**config.mk**
```make
export PLATFORM = sky130hd
export DESIGN_NAME = ssl_top
export DESIGN_NICKNAME = d
export VERILOG_FILES = /design/src/rtl/ssl_fifo.v /design/src/rtl/ssl_top.v
export VERILOG_INCLUDE_DIRS = /design/src /design/src/rtl
export SDC_FILE = /design/constraint.sdc
export NUM_CORES = 1
export LEC_CHECK = 0
export BUFFER_PORTS_ARGS = -buffer_cell sky130_fd_sc_hd__buf_2
export CAP_MARGIN = 20
export CELL_PAD_IN_SITES_DETAIL_PLACEMENT = 1
export CELL_PAD_IN_SITES_GLOBAL_PLACEMENT = 1
export CORE_MARGIN = 2
export CORE_UTILIZATION = 40
export DETAILED_ROUTE_END_ITERATION = 7
export PLACE_DENSITY = 0.68
export SETUP_SLACK_MARGIN = 0.02
export SLEW_MARGIN = 0
export SYNTH_ARGS = -nofsm -noshare
export SYNTH_HDL_FRONTEND = slang
export SYNTH_SLANG_ARGS = --single-unit
```
**constraint.sdc**
```tcl
create_clock -name clk_sys -period 2.59 [get_ports clk_sys]
set_input_delay 0.259 -clock clk_sys [delete_from_list [all_inputs] [get_ports clk_sys]]
set_output_delay 0.259 -clock clk_sys [all_outputs]
set_load 0.02 [all_outputs]
```
**src/rtl/ssl_consts.vh**
```
// constants for the serial shift latch with tri-state outputs
`ifndef SSL_CONSTS_VH
`define SSL_CONSTS_VH

// stage count of the shift chain and width of the holding latch
`define SSL_STAGES        8
// field positions inside the chain, first and last stage
`define SSL_FIRST_BIT     0
`define SSL_LAST_BIT      7
// stage whose value reaches the last stage and the cascade output
`define SSL_SEVENTH_BIT   6
// depth of the capture fifo
`define SSL_FIFO_DEPTH    32
// width of the shift counter and its saturation value
`define SSL_CNT_W         4
`define SSL_CNT_MAX       4'hf
// reset values
`define SSL_CHAIN_RST     8'h00
`define SSL_LATCH_RST     8'h00
`define SSL_CNT_RST       4'h0
// clock period of clk_sys in ns
`define SSL_CLK_PERIOD_NS 10
// pin synchroniser depth, in clk_sys cycles
`define SSL_SYNC_CYCLES   2

`endif

```
**src/rtl/ssl_fifo.v**
```verilog
// synchronous fifo with valid and ready on both sides
`default_nettype none

module ssl_fifo #(
  parameter WIDTH = 8,
  parameter DEPTH = 32,
  parameter AW    = 5
) (
  input  wire             clk_sys,   // system clock
  input  wire             rstn,      // sync reset, active low
  input  wire [WIDTH-1:0] in_data,   // word to store
  input  wire             in_valid,  // word offered
  output reg              in_ready,  // room for a word
  output wire [WIDTH-1:0] out_data,  // oldest word
  output reg              out_valid, // a word is held
  input  wire             out_ready  // drain side takes it
);

  reg [WIDTH-1:0] mem [0:DEPTH-1];
  reg [AW-1:0]    wr_ptr;
  reg [AW-1:0]    rd_ptr;
  reg [AW:0]      count;
  reg [AW:0]      next_count;
  wire            push;
  wire            pop;

  assign push     = in_valid & in_ready;
  assign pop      = out_valid & out_ready;
  assign out_data = mem[rd_ptr];

  ////////////////////////////////////////////////////////////////////////
  // occupancy; flags are registered so ports come straight from flops
  always @* begin
    next_count = count;
    if (push && !pop) begin
      next_count = count + 1'b1;
    end else if (pop && !push) begin
      next_count = count - 1'b1;
    end
  end

  always @(posedge clk_sys) begin
    if (!rstn) begin
      count     <= {(AW+1){1'b0}};
      wr_ptr    <= {AW{1'b0}};
      rd_ptr    <= {AW{1'b0}};
      in_ready  <= 1'b1;
      out_valid <= 1'b0;
    end else begin
      count     <= next_count;
      in_ready  <= (next_count != DEPTH[AW:0]);
      out_valid <= (next_count != {(AW+1){1'b0}});
      if (push) begin
        wr_ptr <= (wr_ptr == DEPTH[AW-1:0] - 1'b1) ? {AW{1'b0}}
                                                     : wr_ptr + 1'b1;
      end
      if (pop) begin
        rd_ptr <= (rd_ptr == DEPTH[AW-1:0] - 1'b1) ? {AW{1'b0}}
                                                     : rd_ptr + 1'b1;
      end
    end
  end

  // storage has no reset; only words behind the pointers are read
  always @(posedge clk_sys) begin
    if (push) begin
      mem[wr_ptr] <= in_data;
    end
  end

endmodule

`default_nettype wire

```
**src/rtl/ssl_top.v**
```verilog
// serial shift chain, holding latch, tri-state parallel outputs
//
// Function
// - every shift clock rising edge advances the 8-stage chain one stage
// - rising edge puts old seventh stage into eighth stage and cascade out
// - falling cascade output copies rising cascade on next falling edge
// - rising cascade output can feed the serial input of another chain
// - each stage feeds one latch bit, captured on strobe falling edge
// - strobe high makes latch follow chain; strobe low holds outputs
// - outputs driven only while enable high; shifting continues regardless
`include "ssl_consts.vh"
`default_nettype none

module ssl_top #(
  parameter STAGES     = `SSL_STAGES,
  parameter FIFO_DEPTH = `SSL_FIFO_DEPTH,
  parameter FIFO_AW    = 5
) (
  input  wire              clk_sys,           // 100 MHz system clock
  input  wire              rstn,              // sync reset, active low
  input  wire              ser_data_pin,      // serial data from host
  input  wire              shift_clk_pin,     // shift clock from host
  input  wire              strobe_pin,        // latch strobe from host
  input  wire              out_en_pin,        // output enable, high drives
  output reg  [STAGES-1:0] parallel_out,      // latch value to pins
  output reg  [STAGES-1:0] parallel_out_oe_n, // low while pins driven
  output reg               cascade_rise_out,  // last stage, rising edge
  output reg               cascade_fall_out,  // last stage, falling edge
  output wire [STAGES-1:0] cap_data,          // captured latch word
  output wire              cap_valid,         // captured word waiting
  input  wire              cap_ready,         // user takes the word
  output wire              cap_room,          // fifo accepts a capture
  output reg               cap_overflow,      // pulse: capture dropped
  output reg  [`SSL_CNT_W-1:0] shift_count    // shifts since last capture
);

  ////////////////////////////////////////////////////////////////////////
  // pin synchronisers: first flop only feeds the second
  reg              data_m;
  reg              data_s;
  reg              sclk_m;
  reg              sclk_s;
  reg              sclk_d;
  reg              strb_m;
  reg              strb_s;
  reg              strb_d;
  reg              oe_m;
  reg              oe_s;

  // chain, latch and derived strobes
  reg [STAGES-1:0] chain;
  reg [STAGES-1:0] next_chain;
  reg [STAGES-1:0] latch_q;
  reg [STAGES-1:0] next_latch;
  wire             sclk_rise;
  wire             sclk_fall;
  wire             strb_fall;
  wire             fifo_in_ready;
  reg              cap_push;

  always @(posedge clk_sys) begin
    if (!rstn) begin
      data_m <= 1'b0;
      data_s <= 1'b0;
      sclk_m <= 1'b0;
      sclk_s <= 1'b0;
      sclk_d <= 1'b0;
      strb_m <= 1'b0;
      strb_s <= 1'b0;
      strb_d <= 1'b0;
      oe_m   <= 1'b0;
      oe_s   <= 1'b0;
    end else begin
      data_m <= ser_data_pin;
      data_s <= data_m;
      sclk_m <= shift_clk_pin;
      sclk_s <= sclk_m;
      sclk_d <= sclk_s;
      strb_m <= strobe_pin;
      strb_s <= strb_m;
      strb_d <= strb_s;
      oe_m   <= out_en_pin;
      oe_s   <= oe_m;
    end
  end

  ////////////////////////////////////////////////////////////////////////
  // edge detection on the synchronised copies only
  assign sclk_rise = sclk_s & ~sclk_d;
  assign sclk_fall = ~sclk_s & sclk_d;
  assign strb_fall = ~strb_s & strb_d;

  // shift function: new bit enters stage one, the rest move up
  function [STAGES-1:0] ssl_shift;
    input [STAGES-1:0] cur;
    input              din;
    begin
      ssl_shift = {cur[STAGES-2:0], din};
    end
  endfunction

  ////////////////////////////////////////////////////////////////////////
  // next chain value; data is sampled with the same sync delay as clock
  always @* begin
    next_chain = chain;
    if (sclk_rise) begin
      next_chain = ssl_shift(chain, data_s);
    end
  end

  // chain and rising cascade; enable never gates the shift
  always @(posedge clk_sys) begin
    if (!rstn) begin
      chain            <= `SSL_CHAIN_RST;
      cascade_rise_out <= 1'b0;
    end else begin
      chain <= next_chain;
      if (sclk_rise) begin
        // old seventh stage lands in the last stage and cascade pin
        cascade_rise_out <= chain[STAGES-2];
      end
    end
  end

  ////////////////////////////////////////////////////////////////////////
  // falling cascade: retimed half a shift clock later for slow receivers
  always @(posedge clk_sys) begin
    if (!rstn) begin
      cascade_fall_out <= 1'b0;
    end else if (sclk_fall) begin
      cascade_fall_out <= cascade_rise_out;
    end
  end

  ////////////////////////////////////////////////////////////////////////
  // latch: follows chain while strobe high, so it sees this cycle's shift
  always @* begin
    next_latch = latch_q;
    if (strb_s) begin
      next_latch = next_chain;
    end
  end

  // strobe fall stops following: the last followed value is the capture
  always @(posedge clk_sys) begin
    if (!rstn) begin
      latch_q <= `SSL_LATCH_RST;
    end else begin
      latch_q <= next_latch;
    end
  end

  ////////////////////////////////////////////////////////////////////////
  // pin drivers: value and enable both registered from latch and oe
  always @(posedge clk_sys) begin
    if (!rstn) begin
      parallel_out      <= `SSL_LATCH_RST;
      parallel_out_oe_n <= {STAGES{1'b1}};
    end else begin
      // bit 0 is parallel_out_first, top bit is parallel_out_last
      parallel_out      <= next_latch;
      parallel_out_oe_n <= {STAGES{~oe_s}};
    end
  end

  ////////////////////////////////////////////////////////////////////////
  // capture path: each strobe fall offers the held word to the fifo;
  // the pins cannot be stalled, so a full fifo drops and flags it
  always @(posedge clk_sys) begin
    if (!rstn) begin
      cap_push     <= 1'b0;
      cap_overflow <= 1'b0;
    end else begin
      cap_push     <= strb_fall & fifo_in_ready;
      cap_overflow <= strb_fall & ~fifo_in_ready;
    end
  end

  // registered copy of the captured word, aligned with cap_push
  reg [STAGES-1:0] cap_word;
  always @(posedge clk_sys) begin
    if (!rstn) begin
      cap_word <= `SSL_LATCH_RST;
    end else if (strb_fall) begin
      cap_word <= latch_q;
    end
  end

  ////////////////////////////////////////////////////////////////////////
  // shifts since the last capture, saturating; host sanity aid
  always @(posedge clk_sys) begin
    if (!rstn) begin
      shift_count <= `SSL_CNT_RST;
    end else if (strb_fall) begin
      shift_count <= sclk_rise ? 4'h1 : `SSL_CNT_RST;
    end else if (sclk_rise && shift_count != `SSL_CNT_MAX) begin
      shift_count <= shift_count + 4'h1;
    end
  end

  ////////////////////////////////////////////////////////////////////////
  // capture fifo; its ready reaches the user as cap_room
  ssl_fifo #(
    .WIDTH (STAGES),
    .DEPTH (FIFO_DEPTH),
    .AW    (FIFO_AW)
  ) u_fifo (
    .clk_sys   (clk_sys),
    .rstn      (rstn),
    .in_data   (cap_word),
    .in_valid  (cap_push),
    .in_ready  (fifo_in_ready),
    .out_data  (cap_data),
    .out_valid (cap_valid),
    .out_ready (cap_ready)
  );

  assign cap_room = fifo_in_ready;

endmodule

`default_nettype wire

```
# Word level (Yosys, flattened, before mapping)
# Memories as Yosys holds them, arrays and structs flattened. A register that Yosys moved wholly into a read port is not among the register bits.
# Cells that the tools add are included.
dict set report totals {
  reg_bits 61
  ram_bits 256
  in_bits 7
  out_inout_bits 33
  word_cells 65
  mem_count 1
}
dict set report op_classes {
  n_addsub 5
  n_eq_ne 4
  muxes 12
  bitwise 12
  reduce_logical 7
}
# memory words word_bits read_ports rd_clocked_by_memory_dff wr line
set memory_table {}
lappend memory_table {u_fifo.mem 32 8 1 1 1 ssl_fifo.v:19} ;# reg [WIDTH-1:0] mem [0:DEPTH-1];
# op count
set ops {}
lappend ops {{$mux 5} 4}
lappend ops {{$mux 6} 2}
lappend ops {{$add 5x1->5 const B} 2}
lappend ops {{$eq 5x5->1 const B} 2}
lappend ops {{$mux 4} 2}
lappend ops {{$mux 8} 1}
lappend ops {{$and 1x1->1} 7}
lappend ops {{$add 6x1->6 const B} 1}
lappend ops {{$ne 6x6->1 const B} 1}
lappend ops {{$reduce_bool 6->1} 1}
lappend ops {{$sub 6x1->6 const B} 1}
lappend ops {{$not 1->1} 5}
lappend ops {{$add 4x1->4 const B} 1}
lappend ops {{$ne 4x4->1 const B} 1}
lappend ops {{$logic_and 1x1->1} 3}
lappend ops {{$mux 1} 3}
lappend ops {{$logic_not 1->1} 2}
lappend ops {{$reduce_bool 2->1} 1}

# Longest topological paths before layout
# Gate-level depths: netlist (run 1).
dict set report logic_depth {
  word_depth 6
  mapped_depth 7
  depth_no_buf 7
}

# Cells and area by module
# From an unflattened synthesis (run 1), not the netlist that was laid out.
dict set report hier_totals {
  cells_unflattened 727
  area_unflattened_um2 12622.1
}
# mod n_inst cells_per_inst area_per_inst_um2 seq_area_each_um2
set modules_own_cells {}
lappend modules_own_cells {ssl_fifo 1 570 11028.1 8147.8}
lappend modules_own_cells {ssl_top 1 157 1594.0 860.8}

# Worst setup path before layout (run 1)
# OpenSTA, ideal clock, no wires.
dict set report synth_timing {
  kind {register to output}
  startpoint {reg with a tool-made name}
  endpoint {out cap_data[0]}
  arrival_ns 2.043
  required_time_ns 2.331
  setup_slack_ns 0.288
  stages_incl_launch_ff 6
  n_path_buf 2
  path_cell_list {dfxtp_1 > clkbuf_1 > clkbuf_1 > mux4_2 > mux4_2 > mux2_2}
}
# element line
set synth_lines {}
lappend synth_lines {{to (decl)} ssl_top.v:29} ;# output wire [STAGES-1:0] cap_data,

==> qor.yml, run 1 <==
outcome:
  status: "finished, violations left"
  violations: "negative setup slack"
timing:
  slew_headroom_pct: 55.5
  fin_crit_sh_pct: 114
  skew_ns: 0.0199
  tightest_slew_ns: 0.667
  finalCriticalPeriod_ns: 2.96
  hold_viol_final: 0
  fin_tns_setup_ns: -2.70
  rsz0062_at_grt: "true"
  final.setup.worst_slack_ns: -0.374
  timing.hold.ws_ns: 0.0850
  fmax_ghz: 0.337
  setup_violations: 8
  slew_viol_final: 0
final_layout:
  final_cells: 1204
  nets: 801
  area_growth_pct: 18.5
  n_antenna_cell: 0
  final_common_cell: "edfxtp_1"
  layout_common_cells: "edfxtp_1 (256), mux4_2 (80), dfxtp_1 (64)"
  final_area_mm2: 0.0147
  final_util_pct: 48.1
  drive_gt1_share_pct: 29.1
clock_tree:
  cts_buffers: 35
  clk_path_buf_depth: 3
  cts_tree: "yes"
  cts.sinks: 322
  cts_root_buf: "clkbuf_16"
  clkTransAtPathRegs_ns: 0.06
  h-tree-depth: 2
  worst_skew_pair.late_latency_ns: 0.52
floorplanning:
  dieArea_mm2: 0.0325
  core_area_mm2: 0.0306
  rows: 64
  die_x_um: 180
  ios: 40
  initial_core_util_pct: 40.6
  die_h_um: 180
power_and_ir_drop:
  p_per_area_mw_per_mm2: 789
  totalPowerFinal_mw: 11.6
  p_clk_share_pct: 40.3
  p_int_mw: 9.04
  combPwrFrac_pct: 10.9
  p_switching_mw: 2.58
  ir_worst_vdd_v: 0.000421
  p_leak_nw: 4.88
  swShare_pct: 22.2
  p_seq_share_pct: 48.7
synth:
  syn_area_mm2: 0.0124
  synth_top_area_share_pct: 61.8
  yosysWarnings: 0
  ys_seq_elements: 322
  synth_cells: 689
  synth_top_area_cell: "edfxtp_1"
  synthTopCellsByArea: "edfxtp_1 (62%), mux4_2 (14%), dfxtp_1 (11%)"
  yosysUniqueCellTypes: 39
  synth_fp_nets: 706
  avgSynthCellArea_um2: 18.0
  yosysSeqAreaShare_pct: 72.5
placement:
  place_inst: 1132
  place_congestion: 0.711
  hpwl_um: 17100
  place_ws_ns: 0.0971
  postPlaceCellArea_mm2: 0.0133
  io_buffers: 39
detailed_routing:
  vias: 6500
  wl_per_cell_um: 23.2
  vias_per_cell: 5.40
  routed_wl_um: 28000
  route.antenna.remaining_nets: 0
  drtPass1Iterations: 4
  drt_iter0_drc: 566
  drc: 0
worst_setup_path:
  crit_type: "register to output port"
  critPathMaxFanout: 8
  critPathArrivalTime_ns: 2.70
  required_ns: 2.33
  end_kind: "output port"
  start_kind: "register"
global_route:
  grt_pass1_vias: 7088
  grt_max_degree: 45
  grt_pass1_wl_um: 43400
  grt_use_total_pct: 17.6
  grt_overflow: 0
  antenna_found_initial: 0
flow_run:
  drv_cap: 0
min_path:
  holdCritPathClass: "primary input to register"
==> synth_stat cells <==
cell        n
a311oi_1    1
nor4_1      2
clkbuf_1   20
nand3_1     3
o21ai_0     8
nand2b_1    2
nand3b_1    4
and4_1      2
inv_1       4
or3_1       4
buf_1       8
and3_1      8
o22ai_1     1
buf_2       1
dfxtp_1    66
a22oi_1     2
nor2_1     62
buf_4      13
and2_1     14
xnor2_1     2
a21boi_0    1
mux2i_1     9
clkinv_1    1
a31oi_1     4
edfxtp_1  256
nand2_1    40
or3b_2      2
a21oi_1    21
mux2_2      8
nor3_1      6
xor2_1      3
ha_1       10
nand4b_1    1
nor2b_1     3
mux4_2     80
nor4b_1     3
buf_6       1
nand4_1     3
a211oi_1   10
==> critical path: stages, from the launching register on <==
cell and delay [ns]:
dfxtp_4 0.45, buf_12 0.15, buf_16 0.14, mux4_2 0.53
mux4_2 0.51, mux2_4 0.28, buf_6 0.13
==> state kept, by name, indices dropped and copies added (netlist names), 4 cells and up, named ones only <==
register and count:
u_fifo.wr_ptr 5, u_fifo.mem 256, parallel_out 8, u_fifo.rd_ptr 5
chain 8, shift_count 4, cap_word 8, u_fifo.count 6
==> power groups by stage <==
stage               registers (mW)  logic, mW  clock network, mW
global route                  5.67       1.37               4.99
detailed placement            5.76       1.10                  0
finish                        5.66       1.27               4.69
CTS                           5.66       1.29               4.78
floorplan                     5.76      0.820                  0
global placement              5.75       1.06                  0
==> kinds of logic (layout without fill, tap and decap cells) <==
kind of cell | Yosys count | in the layout | synth area share [%]
fa+ha+maj | 10 | 10 | 1.01
mux | 97 | 97 | 15.9
buf+inv | 48 | 167 | 1.91
flops | 322 | 322 | 72.5
xor+xnor | 5 | 5 | 0.352
compound gates | 48 | 48 | 2.27
simple gates | 159 | 159 | 6.06
==> path summary, 6_finish.rpt <==
kind | slack (ns) | end | startpoint | depth (start not counted)
worst max register to register | 0.47 | u_fifo.mem[13][6] | u_fifo.in_ready | 4
worst min-delay path | 0.08 | parallel_out_oe_n[0] | rstn | 2
worst min register to register | 0.37 | parallel_out_oe_n[0] | oe_s | 1
worst max-delay path | -0.37 | cap_data[0] | register | 6
==> what timing repair did <==
| item | 4_1_cts | 5_1_grt |
|---|---|---|
| cloned | 4 | 0 |
| setup buffers | 2 | 0 |
| gates resized for setup | 26 | 5 |
| endpoints found under the setup margin | 8 | 8 |
| endpoints found under the hold margin | 4 | 0 |
| hold buffers | 4 | 0 |
==> routing by layer <==
metal	track usage [%]	part of all wire [%]
met5	0	0
met4	4.13	1.5
met2	28.9	48
met3	3.03	5.6
met1	24.7	44
==> final cells by class <==
type | count | area, µm²
Clock buffer | 46 | 938
Clock inverter | 15 | 143
Fill cell | 2894 | 15900
Inverter | 5 | 18.8
Multi-Input combinational cell | 319 | 3220
Sequential cell | 322 | 9010
Tap cell | 396 | 495
Timing Repair Buffer | 101 | 902
Power figures use the tool's default switching activity.
==> inputs of run 2 (changes only) <==
==> constraint.sdc (replaced) <==
create_clock -name clk_sys -period 2.59 [get_ports clk_sys]
set_input_delay 0.518 -clock clk_sys [delete_from_list [all_inputs] [get_ports clk_sys]]
set_output_delay 0.518 -clock clk_sys [all_outputs]
set_load 0.02 [all_outputs]
==> run 2 against run 1 <==
  * The flow still finishes with violations (negative setup slack)
  * Cell count rose by 0.25%
  * Cell area rose by 0.16%
  * Sequential power barely moved
  * Non-clock buffer count rose by 1
  * Via count rose by 1.3%
  * Global-route usage rose by 0.43 points
  * Sequential cell count did not move
  * Critical path type unchanged
  * Maximum frequency fell by 7.9%
  * Combinational power barely moved
  * Largest power group unchanged
==> qor.yml, run 2 (synthesis gave the netlist of run 1 again) <==
timing:
  hold_viol_final: 0
  setup_violations: 8
  finalCriticalPeriod_ns: 3.22
  fin_crit_sh_pct: 124
  slew_viol_final: 0
  skew_ns: 0.0171
  timing.hold.ws_ns: 0.207
  fmax_ghz: 0.311
  final.setup.worst_slack_ns: -0.629
  rsz0062_at_grt: "true"
  tightest_slew_ns: 0.661
  slew_headroom_pct: 55.9
worst_setup_path:
  end_kind: "output port"
  critPathMaxFanout: 8
  r2r_cells: 4
  crit_top_cell: "mux4_2"
  critPathSlowestCell: "mux4_2"
  critPathArrivalTime_ns: 2.70
  crit_type: "register to output port"
  r2r-start: "u_fifo.in_ready"
  critPathCapture: "cap_data[4]"
  cpPeakStageDelay_ns: 0.53
  rrSetupSlack_ns: 0.49
  start_kind: "register"
  worstPathCellList: "buf_12 > buf_16 > mux4_2 > mux4_2 > mux2_4 > buf_6"
  rr_endpoint: "u_fifo.mem[0][7]"
  required_ns: 2.07
global_route:
  grt_pass1_wl_um: 44500
  grt_max_degree: 40
  antenna_found_initial: 0
  grt_pass1_vias: 7118
  grt_overflow: 0
  grt_use_total_pct: 18.0
clock_tree:
  h-tree-depth: 2
  cts_root_buf: "clkbuf_16"
  cts_tree: "yes"
  clk_path_buf_depth: 3
  clkTransAtPathRegs_ns: 0.06
  worst_skew_pair.late_latency_ns: 0.51
  cts_buffers: 36
  cts.sinks: 322
floorplanning:
  ios: 40
  initial_core_util_pct: 40.6
  rows: 64
  dieArea_mm2: 0.0325
  core_area_mm2: 0.0306
  die_h_um: 180
  die_x_um: 180
final_layout:
  seq_area_mm2: 0.00901
  layout_common_cells: "edfxtp_1 (256), mux4_2 (80), dfxtp_1 (64)"
  final_util_pct: 48.2
  drive_gt1_share_pct: 30.1
  area_growth_pct: 18.6
  n_antenna_cell: 0
  multi_input_area_mm2: 0.00321
  regMostFlops: "u_fifo.mem"
  final_area_mm2: 0.0148
  fill_cells: 2900
  final_common_cell: "edfxtp_1"
  nets: 803
  largest_register_ffs: 256
placement:
  io_buffers: 39
  postPlaceCellArea_mm2: 0.0134
  place_congestion: 0.738
  place_ws_ns: -0.166
  hpwl_um: 18700
flow_run:
  drv_cap: 0
detailed_routing:
  wl_per_cell_um: 23.9
  routed_wl_um: 28800
  drtPass1Iterations: 5
  drc: 0
  vias_per_cell: 5.45
  vias: 6582
  drt_iter0_drc: 476
  route.antenna.remaining_nets: 0
outcome:
  violations: "negative setup slack"
  status: "finished, violations left"
power_and_ir_drop:
  p_per_area_mw_per_mm2: 798
  p_leak_nw: 4.92
  ir_worst_vdd_v: 0.000444
  totalPowerFinal_mw: 11.8
min_path:
  hold_depth: 2
  holdCritPathClass: "primary input to register"
[run 2: changes by cell type in the layout (fill, tap and decap cells not counted), moves of 3 or more]
cell           delta
buf_16            -4
buf_4             +3
clkinv_1          +3
buf_12            +6
clkbuf_8          +3
clkbuf_1          -5
dlygate4sd3_1     -4
clkbuf_16         +3
[run 2: worst min-delay path by stage]
stage / from / end / slack, ns
finish: strobe_pin / strb_m / 0.21
global route: strobe_pin / strb_m / 0.19
CTS: strobe_pin / strb_m / 0.18
detailed placement: oe_s / parallel_out_oe_n[0] / 0.36
global placement: oe_s / parallel_out_oe_n[0] / 0.35
floorplan: oe_s / parallel_out_oe_n[0] / 0.34
[run 2: stage by stage]
stage | std cells | TNS [ns]
2_1_floorplan | 689 | 0
3_3_place_gp | 1139 | -0.887
3_5_place_dp | 1139 | -1.02
4_1_cts | 1207 | -5.03
5_1_grt | 1207 | -5.36
6_report | 1207 | -4.85
[run 2: final cells by class]
cell class | instances | area share, %
Sequential cell | 322 | 61.1
Timing Repair Buffer | 102 | 6.02
Multi-Input combinational cell | 319 | 21.8
Tap cell | 396 | 3.36
Clock inverter | 16 | 0.611
Clock buffer | 47 | 7.02
Inverter | 5 | 0.127
[run 2: critical path: cells and delay by family, from the launching register on]
family                 cells  cell delay [ns]
flip-flops                 1             0.39
buffers and inverters      3             0.45
multiplexers               3             1.35
[run 2: report_power, final]
group	total (mW)	leakage, nW	internal [mW]	switching, mW
Clock	4.81	0.559	2.83	1.99
Sequential	5.66	2.91	5.58	0.0752
Combinational	1.30	1.45	0.702	0.601
[run 2: repair_timing]
item | CTS | global route
endpoints found under the setup margin | 8 | 8
pin swaps | 0 | 0
gates resized for setup | 18 | 6
hold buffers | 0 | 0
cloned | 2 | 0
buffers inserted | 3 | 0
[run 2: metal layers]
| metal | part of all wire, % | track usage, % | vias up |
|---|---|---|---|
| met5 | 0 | 0 | - |
| met4 | 2.4 | 5.42 | 0 |
| met3 | 5.0 | 3.17 | 52 |
| met2 | 49 | 29.5 | 197 |
| met1 | 43 | 24.8 | 3438 |
| li1 | - | - | 2895 |
